===== config.mk =====
export PLATFORM = sky130hd
export DESIGN_NAME = ssp_top
export DESIGN_NICKNAME = d
export VERILOG_FILES = /design/src/ssp_pkg.sv /design/src/ssp_top.sv
export SDC_FILE = /design/constraint.sdc
export NUM_CORES = 1
export LEC_CHECK = 0
export BUFFER_PORTS_ARGS = -buffer_cell sky130_fd_sc_hd__buf_2
export CAP_MARGIN = 40
export CORE_MARGIN = 8
export CORE_UTILIZATION = 45
export CTS_CLUSTER_SIZE = 14
export DETAILED_ROUTE_END_ITERATION = 8
export PLACE_DENSITY = 0.66
export SLEW_MARGIN = 20
export SYNTH_ARGS = -nofsm -noshare
export SYNTH_HDL_FRONTEND = slang
export SYNTH_SLANG_ARGS = --single-unit

===== constraint.sdc =====
create_clock -name clk_in -period 3 [get_ports clk_in]
set_clock_uncertainty 0.2 [all_clocks]
set_input_delay 0 -clock clk_in [delete_from_list [all_inputs] [get_ports clk_in]]
set_output_delay 0 -clock clk_in [all_outputs]
set_load 0.005 [all_outputs]

===== src/ssp_pkg.sv =====
package ssp_pkg;
    // Register indices; byte address is four times the index
    localparam logic [3:0] IDX_DATA = 4'h0;
    localparam logic [3:0] IDX_CTL1 = 4'h4;
    localparam logic [3:0] IDX_STAT = 4'h8;
    localparam logic [3:0] IDX_CTL2 = 4'ha;
    localparam int IDX_LSB = 2;
    localparam int IDX_MSB = 5;
    // Control one fields
    localparam int C1_ON = 0;
    localparam int C1_MS = 1;
    localparam int C1_WS = 2;
    localparam int C1_ECHO = 3;
    localparam int C1_EIO = 4;
    localparam int C1_EIR = 5;
    localparam int C1_EIW = 6;
    localparam int C1_PH = 7;
    localparam int C1_IDL = 8;
    localparam int C1_DIV_LSB = 9;
    localparam int C1_DIV_MSB = 15;
    // Control two fields
    localparam int C2_EDR = 0;
    localparam int C2_EDW = 1;
    // Status fields
    localparam int ST_BSY = 0;
    localparam int ST_RBF = 1;
    localparam int ST_OVR = 2;
    // Reset values
    localparam logic [15:0] CTL1_RST = 16'h0000;
    localparam logic [1:0] CTL2_RST = 2'h0;
    localparam logic [15:0] DATA_RST = 16'h0000;
    // Bit and edge counts per word size
    localparam logic [4:0] LAST8 = 5'h07;
    localparam logic [4:0] LAST16 = 5'h0f;
    localparam logic [4:0] TOG8 = 5'h0f;
    localparam logic [4:0] TOG16 = 5'h1f;
    // Master clock generator states
    typedef enum logic [1:0] {
        SSP_GEN_IDLE = 2'b01,
        SSP_GEN_RUN = 2'b10
    } ssp_gen_t;
endpackage : ssp_pkg


===== src/ssp_top.sv =====
`timescale 1ns/100ps
// Notes on behaviour
// - Control one is 16-bit read/write, resets zero, fixed field layout.
// - Interface-off clears flags and parks pins per master or slave role.
// - Master select zero means slave, one means bus master.
// - Word size picks 8 or 16 bits; change only when idle.
// - Slave echo resends master-out bits when no valid transmit data.
// - Data register is valid from write until its transfer ends.
// - Overrun enable raises interrupt while overrun flag is set.
// - Read-full enable raises interrupt while read buffer is full.
// - Transfer-done enable raises interrupt once busy has cleared.
// - Phase zero drives on falling, samples rising; phase one reversed.
// - Idle level sets shift clock level outside transfers.
// - Master shift clock is input clock over two times (divider plus one).
// - Control two resets zero; bits enable receive and transmit DMA requests.
// - Status is 3-bit, read-only except overrun, resets clear.
// - Busy sets on data write, or slave leading edge with select.
// - Busy clears when transfer done and read buffer free, when a data read takes a waiting word, or when the interface is off.
// - Completed word moves into an empty read buffer, setting read-full.
// - Data read clears read-full unless new word waits; then reloads.
// - Master overrun sets on start with both buffers full; write one clears.
// - Master emits eight or sixteen clocks per write, then idles.
// - Slave shifts and drives only with select low, MSB first.
module ssp_top #(
    parameter int unsigned AW = 8
) (
    // Clock and reset
    input wire logic clk_in,
    input wire logic rstn_in,
    // APB slave
    input wire logic psel_in,
    input wire logic penable_in,
    input wire logic pwrite_in,
    input wire logic [AW-1:0] paddr_in,
    input wire logic [31:0] pwdata_in,
    output logic pready_out,
    output logic pslverr_out,
    output logic [31:0] prdata_out,
    // Serial pins
    input wire logic shift_clock_pin_in,
    output logic shift_clock_pin_out,
    output logic shift_clock_pin_oe_out,
    input wire logic slave_out_pin_in,
    output logic slave_out_pin_out,
    output logic slave_out_pin_oe_out,
    input wire logic master_out_pin_in,
    output logic master_out_pin_out,
    output logic master_out_pin_oe_out,
    input wire logic slave_select_pin_n_in,
    // Requests
    output logic irq_out,
    output logic dma_rx_req_out,
    output logic dma_tx_req_out
);
    logic [15:0] ctl1_q;
    logic [1:0] ctl2_q;
    logic bsy_q, bsy_d, rbf_q, rbf_d, ovr_q;
    logic [15:0] rbuf_q, tx_q, rx_q;
    logic full_q, full_d, valid_q, done_q;
    logic [4:0] bitcnt_q, tog_q;
    logic [6:0] divcnt_q;
    logic mclk_q, sclk_prev_q;
    ssp_pkg::ssp_gen_t gen_q;
    logic pready_q, pslverr_q, irq_q, dma_rx_q, dma_tx_q;
    logic [31:0] prdata_q;
    logic so_out_q, so_oe_q, mo_out_q, mo_oe_q, sclk_oe_q;

    // Control field views
    logic on, ms, ws, echo, ph, idl;
    logic [6:0] div;
    assign on = ctl1_q[ssp_pkg::C1_ON];
    assign ms = ctl1_q[ssp_pkg::C1_MS];
    assign ws = ctl1_q[ssp_pkg::C1_WS];
    assign echo = ctl1_q[ssp_pkg::C1_ECHO];
    assign ph = ctl1_q[ssp_pkg::C1_PH];
    assign idl = ctl1_q[ssp_pkg::C1_IDL];
    assign div = ctl1_q[ssp_pkg::C1_DIV_MSB:ssp_pkg::C1_DIV_LSB];

    // Address decode
    logic [3:0] idx;
    logic upper_zero, hit_data, hit_ctl1, hit_stat, hit_ctl2, mapped;
    logic acc, wr, rd, wr_data, rd_data;
    assign idx = paddr_in[ssp_pkg::IDX_MSB:ssp_pkg::IDX_LSB];
    assign upper_zero = (paddr_in[AW-1:ssp_pkg::IDX_MSB+1] == '0);
    assign hit_data = upper_zero && (idx == ssp_pkg::IDX_DATA);
    assign hit_ctl1 = upper_zero && (idx == ssp_pkg::IDX_CTL1);
    assign hit_stat = upper_zero && (idx == ssp_pkg::IDX_STAT);
    assign hit_ctl2 = upper_zero && (idx == ssp_pkg::IDX_CTL2);
    assign mapped = hit_data | hit_ctl1 | hit_stat | hit_ctl2;
    assign acc = psel_in & penable_in & pready_q;
    assign wr = acc & pwrite_in;
    assign rd = acc & ~pwrite_in;
    assign wr_data = wr & hit_data;
    assign rd_data = rd & hit_data;

    // Shift clock events
    logic m_edge, m_rise, m_fall, s_act, s_rise, s_fall;
    logic rise, fall, samp, drv, s_lead, in_bit, start_m;
    logic last_samp, done_ev, echo_act;
    logic [4:0] last_bit, last_tog;
    logic [15:0] rx_word, tx_load;
    assign m_edge = (gen_q == ssp_pkg::SSP_GEN_RUN) && (divcnt_q == div);
    assign m_rise = m_edge & ~mclk_q;
    assign m_fall = m_edge & mclk_q;
    assign s_act = on & ~ms & ~slave_select_pin_n_in;
    assign s_rise = s_act & shift_clock_pin_in & ~sclk_prev_q;
    assign s_fall = s_act & ~shift_clock_pin_in & sclk_prev_q;
    assign rise = ms ? m_rise : s_rise;
    assign fall = ms ? m_fall : s_fall;
    assign samp = ph ? fall : rise;
    assign drv = ph ? rise : fall;
    assign s_lead = idl ? s_fall : s_rise;
    assign in_bit = ms ? slave_out_pin_in : master_out_pin_in;
    assign last_bit = ws ? ssp_pkg::LAST16 : ssp_pkg::LAST8;
    assign last_tog = ws ? ssp_pkg::TOG16 : ssp_pkg::TOG8;
    assign last_samp = samp && (bitcnt_q == last_bit);
    assign done_ev = ms ? (m_edge && (tog_q == last_tog)) : last_samp;
    assign start_m = wr_data & on & ms & (gen_q == ssp_pkg::SSP_GEN_IDLE);
    assign rx_word = ws ? rx_q : {8'h00, rx_q[7:0]};
    assign tx_load = ws ? pwdata_in[15:0] : {pwdata_in[7:0], 8'h00};
    assign echo_act = ~ms & echo & ~valid_q;

    // APB answer one cycle into the access phase
    always_ff @(posedge clk_in or negedge rstn_in)
    begin
        if (!rstn_in)
        begin
            pready_q <= 1'b0;
            pslverr_q <= 1'b0;
            prdata_q <= 32'h00000000;
        end
        else if (psel_in && penable_in && !pready_q)
        begin
            pready_q <= 1'b1;
            pslverr_q <= ~mapped;
            if (hit_data)
                prdata_q <= {16'h0000, rbuf_q};
            else if (hit_ctl1)
                prdata_q <= {16'h0000, ctl1_q};
            else if (hit_stat)
                prdata_q <= {29'h00000000, ovr_q, rbf_q, bsy_q};
            else if (hit_ctl2)
                prdata_q <= {30'h00000000, ctl2_q};
            else
                prdata_q <= 32'h00000000;
        end
        else
        begin
            pready_q <= 1'b0;
            pslverr_q <= 1'b0;
        end
    end

    // Control registers
    always_ff @(posedge clk_in or negedge rstn_in)
    begin
        if (!rstn_in)
        begin
            ctl1_q <= ssp_pkg::CTL1_RST;
            ctl2_q <= ssp_pkg::CTL2_RST;
        end
        else
        begin
            if (wr && hit_ctl1)
                ctl1_q <= pwdata_in[15:0];
            if (wr && hit_ctl2)
                ctl2_q <= pwdata_in[1:0];
        end
    end

    // Master clock generator
    always_ff @(posedge clk_in or negedge rstn_in)
    begin
        if (!rstn_in)
        begin
            gen_q <= ssp_pkg::SSP_GEN_IDLE;
            divcnt_q <= 7'h00;
            tog_q <= 5'h00;
            mclk_q <= 1'b0;
        end
        else if (!on || !ms)
        begin
            gen_q <= ssp_pkg::SSP_GEN_IDLE;
            mclk_q <= idl;
        end
        else
        begin
            case (gen_q)
                ssp_pkg::SSP_GEN_IDLE:
                begin
                    mclk_q <= idl;
                    divcnt_q <= 7'h00;
                    tog_q <= 5'h00;
                    if (start_m)
                        gen_q <= ssp_pkg::SSP_GEN_RUN;
                end
                ssp_pkg::SSP_GEN_RUN:
                begin
                    if (m_edge)
                    begin
                        divcnt_q <= 7'h00;
                        mclk_q <= ~mclk_q;
                        tog_q <= tog_q + 5'h01;
                        if (tog_q == last_tog)
                            gen_q <= ssp_pkg::SSP_GEN_IDLE;
                    end
                    else
                        divcnt_q <= divcnt_q + 7'h01;
                end
                default:
                    gen_q <= ssp_pkg::SSP_GEN_IDLE;
            endcase
        end
    end

    // Bit counter, shift registers
    always_ff @(posedge clk_in or negedge rstn_in)
    begin
        if (!rstn_in)
        begin
            bitcnt_q <= 5'h00;
            rx_q <= ssp_pkg::DATA_RST;
            tx_q <= ssp_pkg::DATA_RST;
            sclk_prev_q <= 1'b0;
            done_q <= 1'b0;
        end
        else
        begin
            sclk_prev_q <= shift_clock_pin_in;
            done_q <= done_ev & on;
            if (!on || (!ms && slave_select_pin_n_in) || start_m)
                bitcnt_q <= 5'h00;
            else if (last_samp)
                bitcnt_q <= 5'h00;
            else if (samp)
                bitcnt_q <= bitcnt_q + 5'h01;
            if (samp)
                rx_q <= {rx_q[14:0], in_bit};
            if (start_m || (wr_data && !ms && bitcnt_q == 5'h00))
                tx_q <= tx_load;
            else if (drv && bitcnt_q != 5'h00)
                tx_q <= {tx_q[14:0], 1'b0};
        end
    end

    // Flag next values
    logic free, move_done, move_rd;
    assign free = ~rbf_q | (rd_data & ~full_q);
    assign move_done = done_q & free;
    assign move_rd = rd_data & full_q & ~done_q;
    always_comb
    begin
        bsy_d = bsy_q;
        rbf_d = rbf_q;
        full_d = full_q;
        if (move_done)
        begin
            bsy_d = 1'b0;
            rbf_d = 1'b1;
            full_d = 1'b0;
        end
        else if (done_q)
            full_d = 1'b1;
        else if (move_rd)
        begin
            bsy_d = 1'b0;
            full_d = 1'b0;
        end
        else if (rd_data)
            rbf_d = 1'b0;
        if (start_m || (!ms && (wr_data || (s_lead && !done_q))))
            bsy_d = 1'b1;
        if (!on)
        begin
            bsy_d = 1'b0;
            rbf_d = 1'b0;
            full_d = 1'b0;
        end
    end

    // Status and buffers
    always_ff @(posedge clk_in or negedge rstn_in)
    begin
        if (!rstn_in)
        begin
            bsy_q <= 1'b0;
            rbf_q <= 1'b0;
            full_q <= 1'b0;
            ovr_q <= 1'b0;
            valid_q <= 1'b0;
            rbuf_q <= ssp_pkg::DATA_RST;
        end
        else
        begin
            bsy_q <= bsy_d;
            rbf_q <= rbf_d;
            full_q <= full_d;
            if (move_done || move_rd)
                rbuf_q <= rx_word;
            if (!on)
                ovr_q <= 1'b0;
            else if (start_m && rbf_q && full_q)
                ovr_q <= 1'b1;
            else if (wr && hit_stat && pwdata_in[ssp_pkg::ST_OVR])
                ovr_q <= 1'b0;
            if (!on)
                valid_q <= 1'b0;
            else if (wr_data)
                valid_q <= 1'b1;
            else if (done_q)
                valid_q <= 1'b0;
        end
    end

    // Pin drivers
    always_ff @(posedge clk_in or negedge rstn_in)
    begin
        if (!rstn_in)
        begin
            sclk_oe_q <= 1'b0;
            mo_out_q <= 1'b0;
            mo_oe_q <= 1'b0;
            so_out_q <= 1'b0;
            so_oe_q <= 1'b0;
        end
        else
        begin
            sclk_oe_q <= ms;
            mo_oe_q <= ms;
            mo_out_q <= on & tx_q[15];
            so_oe_q <= s_act;
            so_out_q <= echo_act ? rx_q[0] : tx_q[15];
        end
    end

    // Interrupt and DMA requests
    always_ff @(posedge clk_in or negedge rstn_in)
    begin
        if (!rstn_in)
        begin
            irq_q <= 1'b0;
            dma_rx_q <= 1'b0;
            dma_tx_q <= 1'b0;
        end
        else
        begin
            irq_q <= on & ((ctl1_q[ssp_pkg::C1_EIO] & ovr_q)
                | (ctl1_q[ssp_pkg::C1_EIR] & rbf_q)
                | (ctl1_q[ssp_pkg::C1_EIW] & ~bsy_q));
            dma_rx_q <= ctl2_q[ssp_pkg::C2_EDR] & rbf_d & ~rbf_q;
            dma_tx_q <= ctl2_q[ssp_pkg::C2_EDW] & bsy_q & ~bsy_d & on;
        end
    end

    assign pready_out = pready_q;
    assign pslverr_out = pslverr_q;
    assign prdata_out = prdata_q;
    assign shift_clock_pin_out = mclk_q;
    assign shift_clock_pin_oe_out = sclk_oe_q;
    assign master_out_pin_out = mo_out_q;
    assign master_out_pin_oe_out = mo_oe_q;
    assign slave_out_pin_out = so_out_q;
    assign slave_out_pin_oe_out = so_oe_q;
    assign irq_out = irq_q;
    assign dma_rx_req_out = dma_rx_q;
    assign dma_tx_req_out = dma_tx_q;
endmodule : ssp_top


Word-level counts from Yosys, hierarchy flattened
Index checks and enable logic that the tools add are counted.
{"block": "classes", "n_addsub": 3, "eq_ne": 15, "muxes": 55, "bitwise_logic": 54, "reduce_logical": 44}
{"cell": "$mux W16", "count": 4}
{"cell": "$mux W32", "count": 2}
{"cell": "$and A1 B1 Y1", "count": 34}
{"cell": "$mux W1", "count": 32}
{"cell": "$mux W5", "count": 5}
{"cell": "$logic_and A1 B1 Y1", "count": 21}
{"cell": "$not A1 Y1", "count": 14}
{"cell": "$pmux W7 S2", "count": 1}
{"cell": "$add A5 B1 Y5 const B", "count": 2}
{"cell": "$mux W2", "count": 5}
{"cell": "$pmux W5 S2", "count": 1}
{"cell": "$ne A3 B1 Y1 const B", "count": 3}
{"cell": "$eq A4 B4 Y1 const B", "count": 2}
{"cell": "$add A7 B1 Y7 const B", "count": 1}
{"cell": "$eq A7 B7 Y1", "count": 1}
{"cell": "$logic_or A1 B1 Y1", "count": 7}
{"cell": "$mux W7", "count": 1}
{"cell": "$ne A3 B2 Y1 const B", "count": 2}
{"cell": "$or A1 B1 Y1", "count": 6}
{"cell": "$reduce_and A3 Y1", "count": 2}
{"cell": "$reduce_bool A3 Y1", "count": 2}
{"cell": "$eq A5 B4 Y1", "count": 1}
{"cell": "$eq A5 B5 Y1", "count": 1}
{"cell": "$logic_not A5 Y1", "count": 1}
{"cell": "15 further kinds", "count": 20}
{"block": "word_totals", "ff_bits": 134}

Logic depth before layout (Yosys ltp)
{"block": "logic_depth", "ltp_word": 15, "ltp_mapped": 10, "depth_no_buf": 8}

Worst setup path after synthesis
OpenSTA, ideal clock, no wires.
{"block": "synth_path", "path_kind": "register to register", "startpoint": "register bitcnt_q[0]", "endpoint": "register tx_q[15]", "setup_ns": 0.126, "arrival_time_ns": 2.174, "required_ns": 2.674, "slack_ns": 0.500, "stages_incl_launch_ff": 9, "period_less_slack_ns": 2.500, "path_cell_list": "dfrtp_1 > inv_1 > ha_1 > or4b_2 > o21ai_0 > and2b_2 > a31oi_1 > buf_6 > a221o_1"}
{"block": "synth_via", "elab_chain_cells": 4}
{"item": "from (decl)", "line_no": "ssp_top.sv:60", "source": "logic [4:0] bitcnt_q, tog_q;"}
{"item": "from (signal assigned)", "line_no": "ssp_top.sv:236", "source": "bitcnt_q <= bitcnt_q + 5'h01;"}
{"item": "$logic_not A5 Y1", "line_no": "ssp_top.sv:239", "source": "if (start_m || (wr_data && !ms && bitcnt_q == 5'h00))"}
{"item": "$logic_and A1 B1 Y1", "line_no": "ssp_top.sv:239"}
{"item": "$logic_or A1 B1 Y1", "line_no": "ssp_top.sv:239"}
{"item": "$mux W16 / $reduce_bool A2 Y1 (equally long branches)"}
{"item": "to (signal assigned)", "line_no": "ssp_top.sv:223", "source": "tx_q <= ssp_pkg::DATA_RST;"}
{"item": "to (signal assigned)", "line_no": "ssp_top.sv:240", "source": "tx_q <= tx_load;"}
{"item": "to (signal assigned)", "line_no": "ssp_top.sv:242", "source": "tx_q <= {tx_q[14:0], 1'b0};"}
{"item": "to (decl)", "line_no": "ssp_top.sv:58", "source": "logic [15:0] rbuf_q, tx_q, rx_q;"}
Parallel ways exist; a longest one is shown, timed or not.
A chain may end at the register's enable or synchronous reset.

Worst setup path after layout
{"block": "layout_path", "startpoint": "input paddr_in[7]", "endpoint": "register rbuf_q[4]"}
{"block": "layout_via", "elab_chain_cells": 7}
{"item": "from (decl)", "line_no": "ssp_top.sv:34", "source": "input wire logic [AW-1:0] paddr_in,"}
{"item": "$logic_not A2 Y1 *", "line_no": "ssp_top.sv:84", "source": "assign upper_zero = (paddr_in[AW-1:ssp_pkg::IDX_MSB+1] == '0);"}
{"item": "$logic_and A1 B1 Y1 *", "line_no": "ssp_top.sv:85", "source": "assign hit_data = upper_zero && (idx == ssp_pkg::IDX_DATA);"}
{"item": "$and A1 B1 Y1 *", "line_no": "ssp_top.sv:94", "source": "assign rd_data = rd & hit_data;"}
{"item": "$and A1 B1 Y1", "line_no": "ssp_top.sv:248", "source": "assign free = ~rbf_q | (rd_data & ~full_q);"}
{"item": "$or A1 B1 Y1", "line_no": "ssp_top.sv:248"}
{"item": "$and A1 B1 Y1", "line_no": "ssp_top.sv:249", "source": "assign move_done = done_q & free;"}
{"item": "$logic_or A1 B1 Y1 *", "line_no": "ssp_top.sv:298", "source": "if (move_done || move_rd)"}
{"item": "to (signal assigned)", "line_no": "ssp_top.sv:291", "source": "rbuf_q <= ssp_pkg::DATA_RST;"}
{"item": "to (signal assigned)", "line_no": "ssp_top.sv:299", "source": "rbuf_q <= rx_word;"}
{"item": "to (decl)", "line_no": "ssp_top.sv:58"}
Every way passes the cells marked *; elsewhere a longest branch is shown, timed or not.

==> metrics.md <==
| Metric | Value |
|---|---|
| Period utilisation layout | `0.955` |
| Area of the multi-input gates | `0.00248 sq mm` |
| CTS buffer count | `17` |
| Hold slack | `0.0580 ns` |
| CTS H-Tree Depth | `4` |
| Die span in y | `128 microns` |
| Via count | `4494` |
| Flops & latches, synth | `118` |
| Final WL | `14.6 mm` |
| EDFF count, synth | `0` |
| Buf/Inv on CP | `5` |
| Worst-skew pair later-pin latency | `0.41 ns` |
| Starting density of the core | `0.455` |
| Sequential area share after synthesis | `0.521` |
| Highest-count cells in the layout ignoring fill and taps | `dfrtp_1, nand2_1, buf_2, nor2_1, dlygate4sd3_1` |
| Final cell count without fillers | `820` |
| Pwr Total | `4050 uW` |
| P_leak | `0.00338 uW` |
| DIE WIDTH | `128 microns` |
| Final-report setup violation count | `0` |
| Area grow syn2layout | `25.6%` |
| I/O Buffers | `57` |
| Status | `completed` |
| Critical Path Max Stage Delay | `0.59 ns` |
| Hold crit path type | `input pin to flip-flop` |
| Layout cells sized above 1 | `0.230` |
| Mapped Area | `0.00567 sq mm` |
| Crit path time final | `2.86 ns` |
| CTS tree | `yes` |
| Clk sinks | `118` |
| Core Area | `0.0125 sq mm` |
| Routed WL per cell | `17.8 microns` |
| Max-slew headroom | `0.480` |
| Initial drt markers | `253` |
| WP data arrival | `2.96 ns` |
| Pwr Density | `569 mW/mm^2` |
| Worst path cell trace | `dlygate4sd3_1 -> buf_2 -> nor3_1 -> dlygate4sd3_1 -> buf_4 -> nand2b_1 -> nor3_2 -> a32oi_1 -> buf_4 -> mux2_2` |
| Nets | `690` |
| Post-CTS Setup Bufs | `0` |
| ANT nets after route | `0` |
| R2R Setup Slk | `0.33 ns` |
| Pre-Repair DR Iteration Count | `5` |
| I/O Pins | `92` |
| Drt drc | `0` |
| Slowest CP cell | `a32oi_1` |
| Cell family with most CP delay | `buffers and inverters` |
| DR vias/cell | `5.48` |
| Total of max-cap violations | `0` |
| Antenna diode count | `0` |
| Slew Limit Fails | `0` |
| CP Data Required Time | `3.10 ns` |
| GP Congestion | `0.859` |
| FMAX | `349 MHz` |
| Die footprint | `0.0164 sq mm` |
| Max FO, Critical Path | `21` |
| FP Rows | `41` |
| Post-synth top flop | `dfrtp_1` |
| Reg clk slew, reported paths | `0.05 ns` |
| Filler cell count | `1061` |
| Startpoint types | `input pin` |
| CP Class | `input pin to flip-flop` |
| Post-CTS Resized | `0` |
| Global-route wire length before repair | `23.5 mm` |
| Setup tns final | `0 ns` |
| Pre-CTS setup slack | `0.358 ns` |
| Initial antenna violation count | `0` |
| Avg Cell Area, Syn | `10.5 sq um` |
| Synth warn | `0` |
| CTS Buffer Depth | `2` |
| CTS Root Cell | `clkbuf_16` |
| Vias in the first global route | `4519` |
| HPWL Detailed | `9.95 mm` |
| Largest net degree at the start of global routing | `46` |
| Gr usage total | `0.184` |
| Post-Synthesis Cells | `539` |
| Register Area | `0.00295 sq mm` |
| Setup crit end kind | `flip-flop` |
| Final setup margin | `0.135 ns` |
| VDD IR max | `0.323 mV` |
| Ys async rst share | `1.00` |
| DP Cell Count | `752` |
| Commonest non-fill, non-tap cell in the layout | `dfrtp_1` |
| Hold Fails Final Rpt | `0` |
| Synth cell types | `59` |
| GR Overflow Total | `0` |
| Measured slew at the worst slew-check pin | `0.777 ns` |
## worst min-delay path: cells and delay by family
family	cells	cell delay (ns)
and+or+nand+nor	3	0.45
AOI/OAI and AO/OA	1	0.08
buffers and inverters	1	0.08
## report_power, final
group / internal [uW] / total [uW] / switching, uW / leakage [uW]
Combinational: 109 / 243 / 135 / 0.00146
Clock: 1450 / 2150 / 703 / 0.000307
Sequential: 1630 / 1650 / 24.7 / 0.00161
Total: 3190 / 4050 / 863 / 0.00338
## per-stage QoR
| step | utilization | instance area, sq um |
|---|---|---|
| detailed placement | 0.491 | 6120 |
| global placement | 0.489 | 6090 |
| finish | 0.571 | 7120 |
| global route | 0.571 | 7120 |
| CTS | 0.571 | 7120 |
| floorplan | - | 5720 |
## logic make-up (layout without fill, tap and decap cells)
family / count (synthesis) / count (layout) / synth area share
and+or+nand+nor: 195 / 195 / 0.170
DFF: 118 / 118 / 0.521
AOI/OAI and AO/OA: 110 / 110 / 0.140
buffers and inverters: 54 / 148 / 0.0517
muxes: 46 / 46 / 0.0888
xor gates and xnor gates: 9 / 9 / 0.0139
adders and majority gates: 6 / 6 / 0.0132
other: 1 / 16 / 0.000662
## synthesized netlist by cell type, types with 8 or more instances
library cell	n	area [sq um]
a21oi_1	12	60.1
buf_4	17	128
mux2_2	34	383
mux2i_1	12	120
and3_1	11	68.8
nand2_1	66	248
inv_1	9	33.8
clkbuf_1	20	75.1
xnor2_1	8	70.1
nand2b_1	11	68.8
o21ai_0	32	160
a221o_1	15	150
nor2_1	46	173
nand3_1	20	100
dfrtp_1	117	2930
a221oi_1	13	114
## registers in the layout, indices dropped and copies added (netlist names), 2 cells and up
| register | cells |
|---|---|
| tog_q | 5 |
| rbuf_q | 16 |
| rx_q | 16 |
| prdata_out | 16 |
| ctl2_q | 2 |
| bitcnt_q | 5 |
| ctl1_q | 16 |
| gen_q | 2 |
| tx_q | 16 |
| divcnt_q | 7 |
## per-layer routing
layer  GRT usage  vias to the layer above  share of wire
met1       0.230                     2245           0.45
met4      0.0909                        0          0.029
met5           0                        -              0
li1            -                     2102              -
met3      0.0391                       29          0.040
met2       0.296                      118           0.48
## timing repair
action,4_1_cts,5_1_grt
hold buffers,36,1
setup endpoints to repair,0,6
hold endpoints to repair,162,1
## path summary, 6_finish.rpt
kind,to,from,depth (start not counted)
setup / recovery,rbuf_q[4],paddr_in[7],10
hold / removal,full_q,pwrite_in,5
setup reg to reg,tx_q[14],bitcnt_q[0],7
hold reg to reg,rx_q[15],rx_q[15],2
max in group asynchronous,gen_q[0],rstn_in,4
min in group asynchronous,ctl1_q[8],rstn_in,4
## cell type report
| class | instances | area share |
|---|---|---|
| multi-input combinational | 382 | 0.349 |
| timing repair buffer | 107 | 0.114 |
| tap | 172 | 0.0302 |
| sequential | 118 | 0.415 |
| inverter | 9 | 0.00475 |
| clock inverter | 9 | 0.0207 |
| clock buffer | 23 | 0.0671 |
Power figures use the tool's default switching activity.
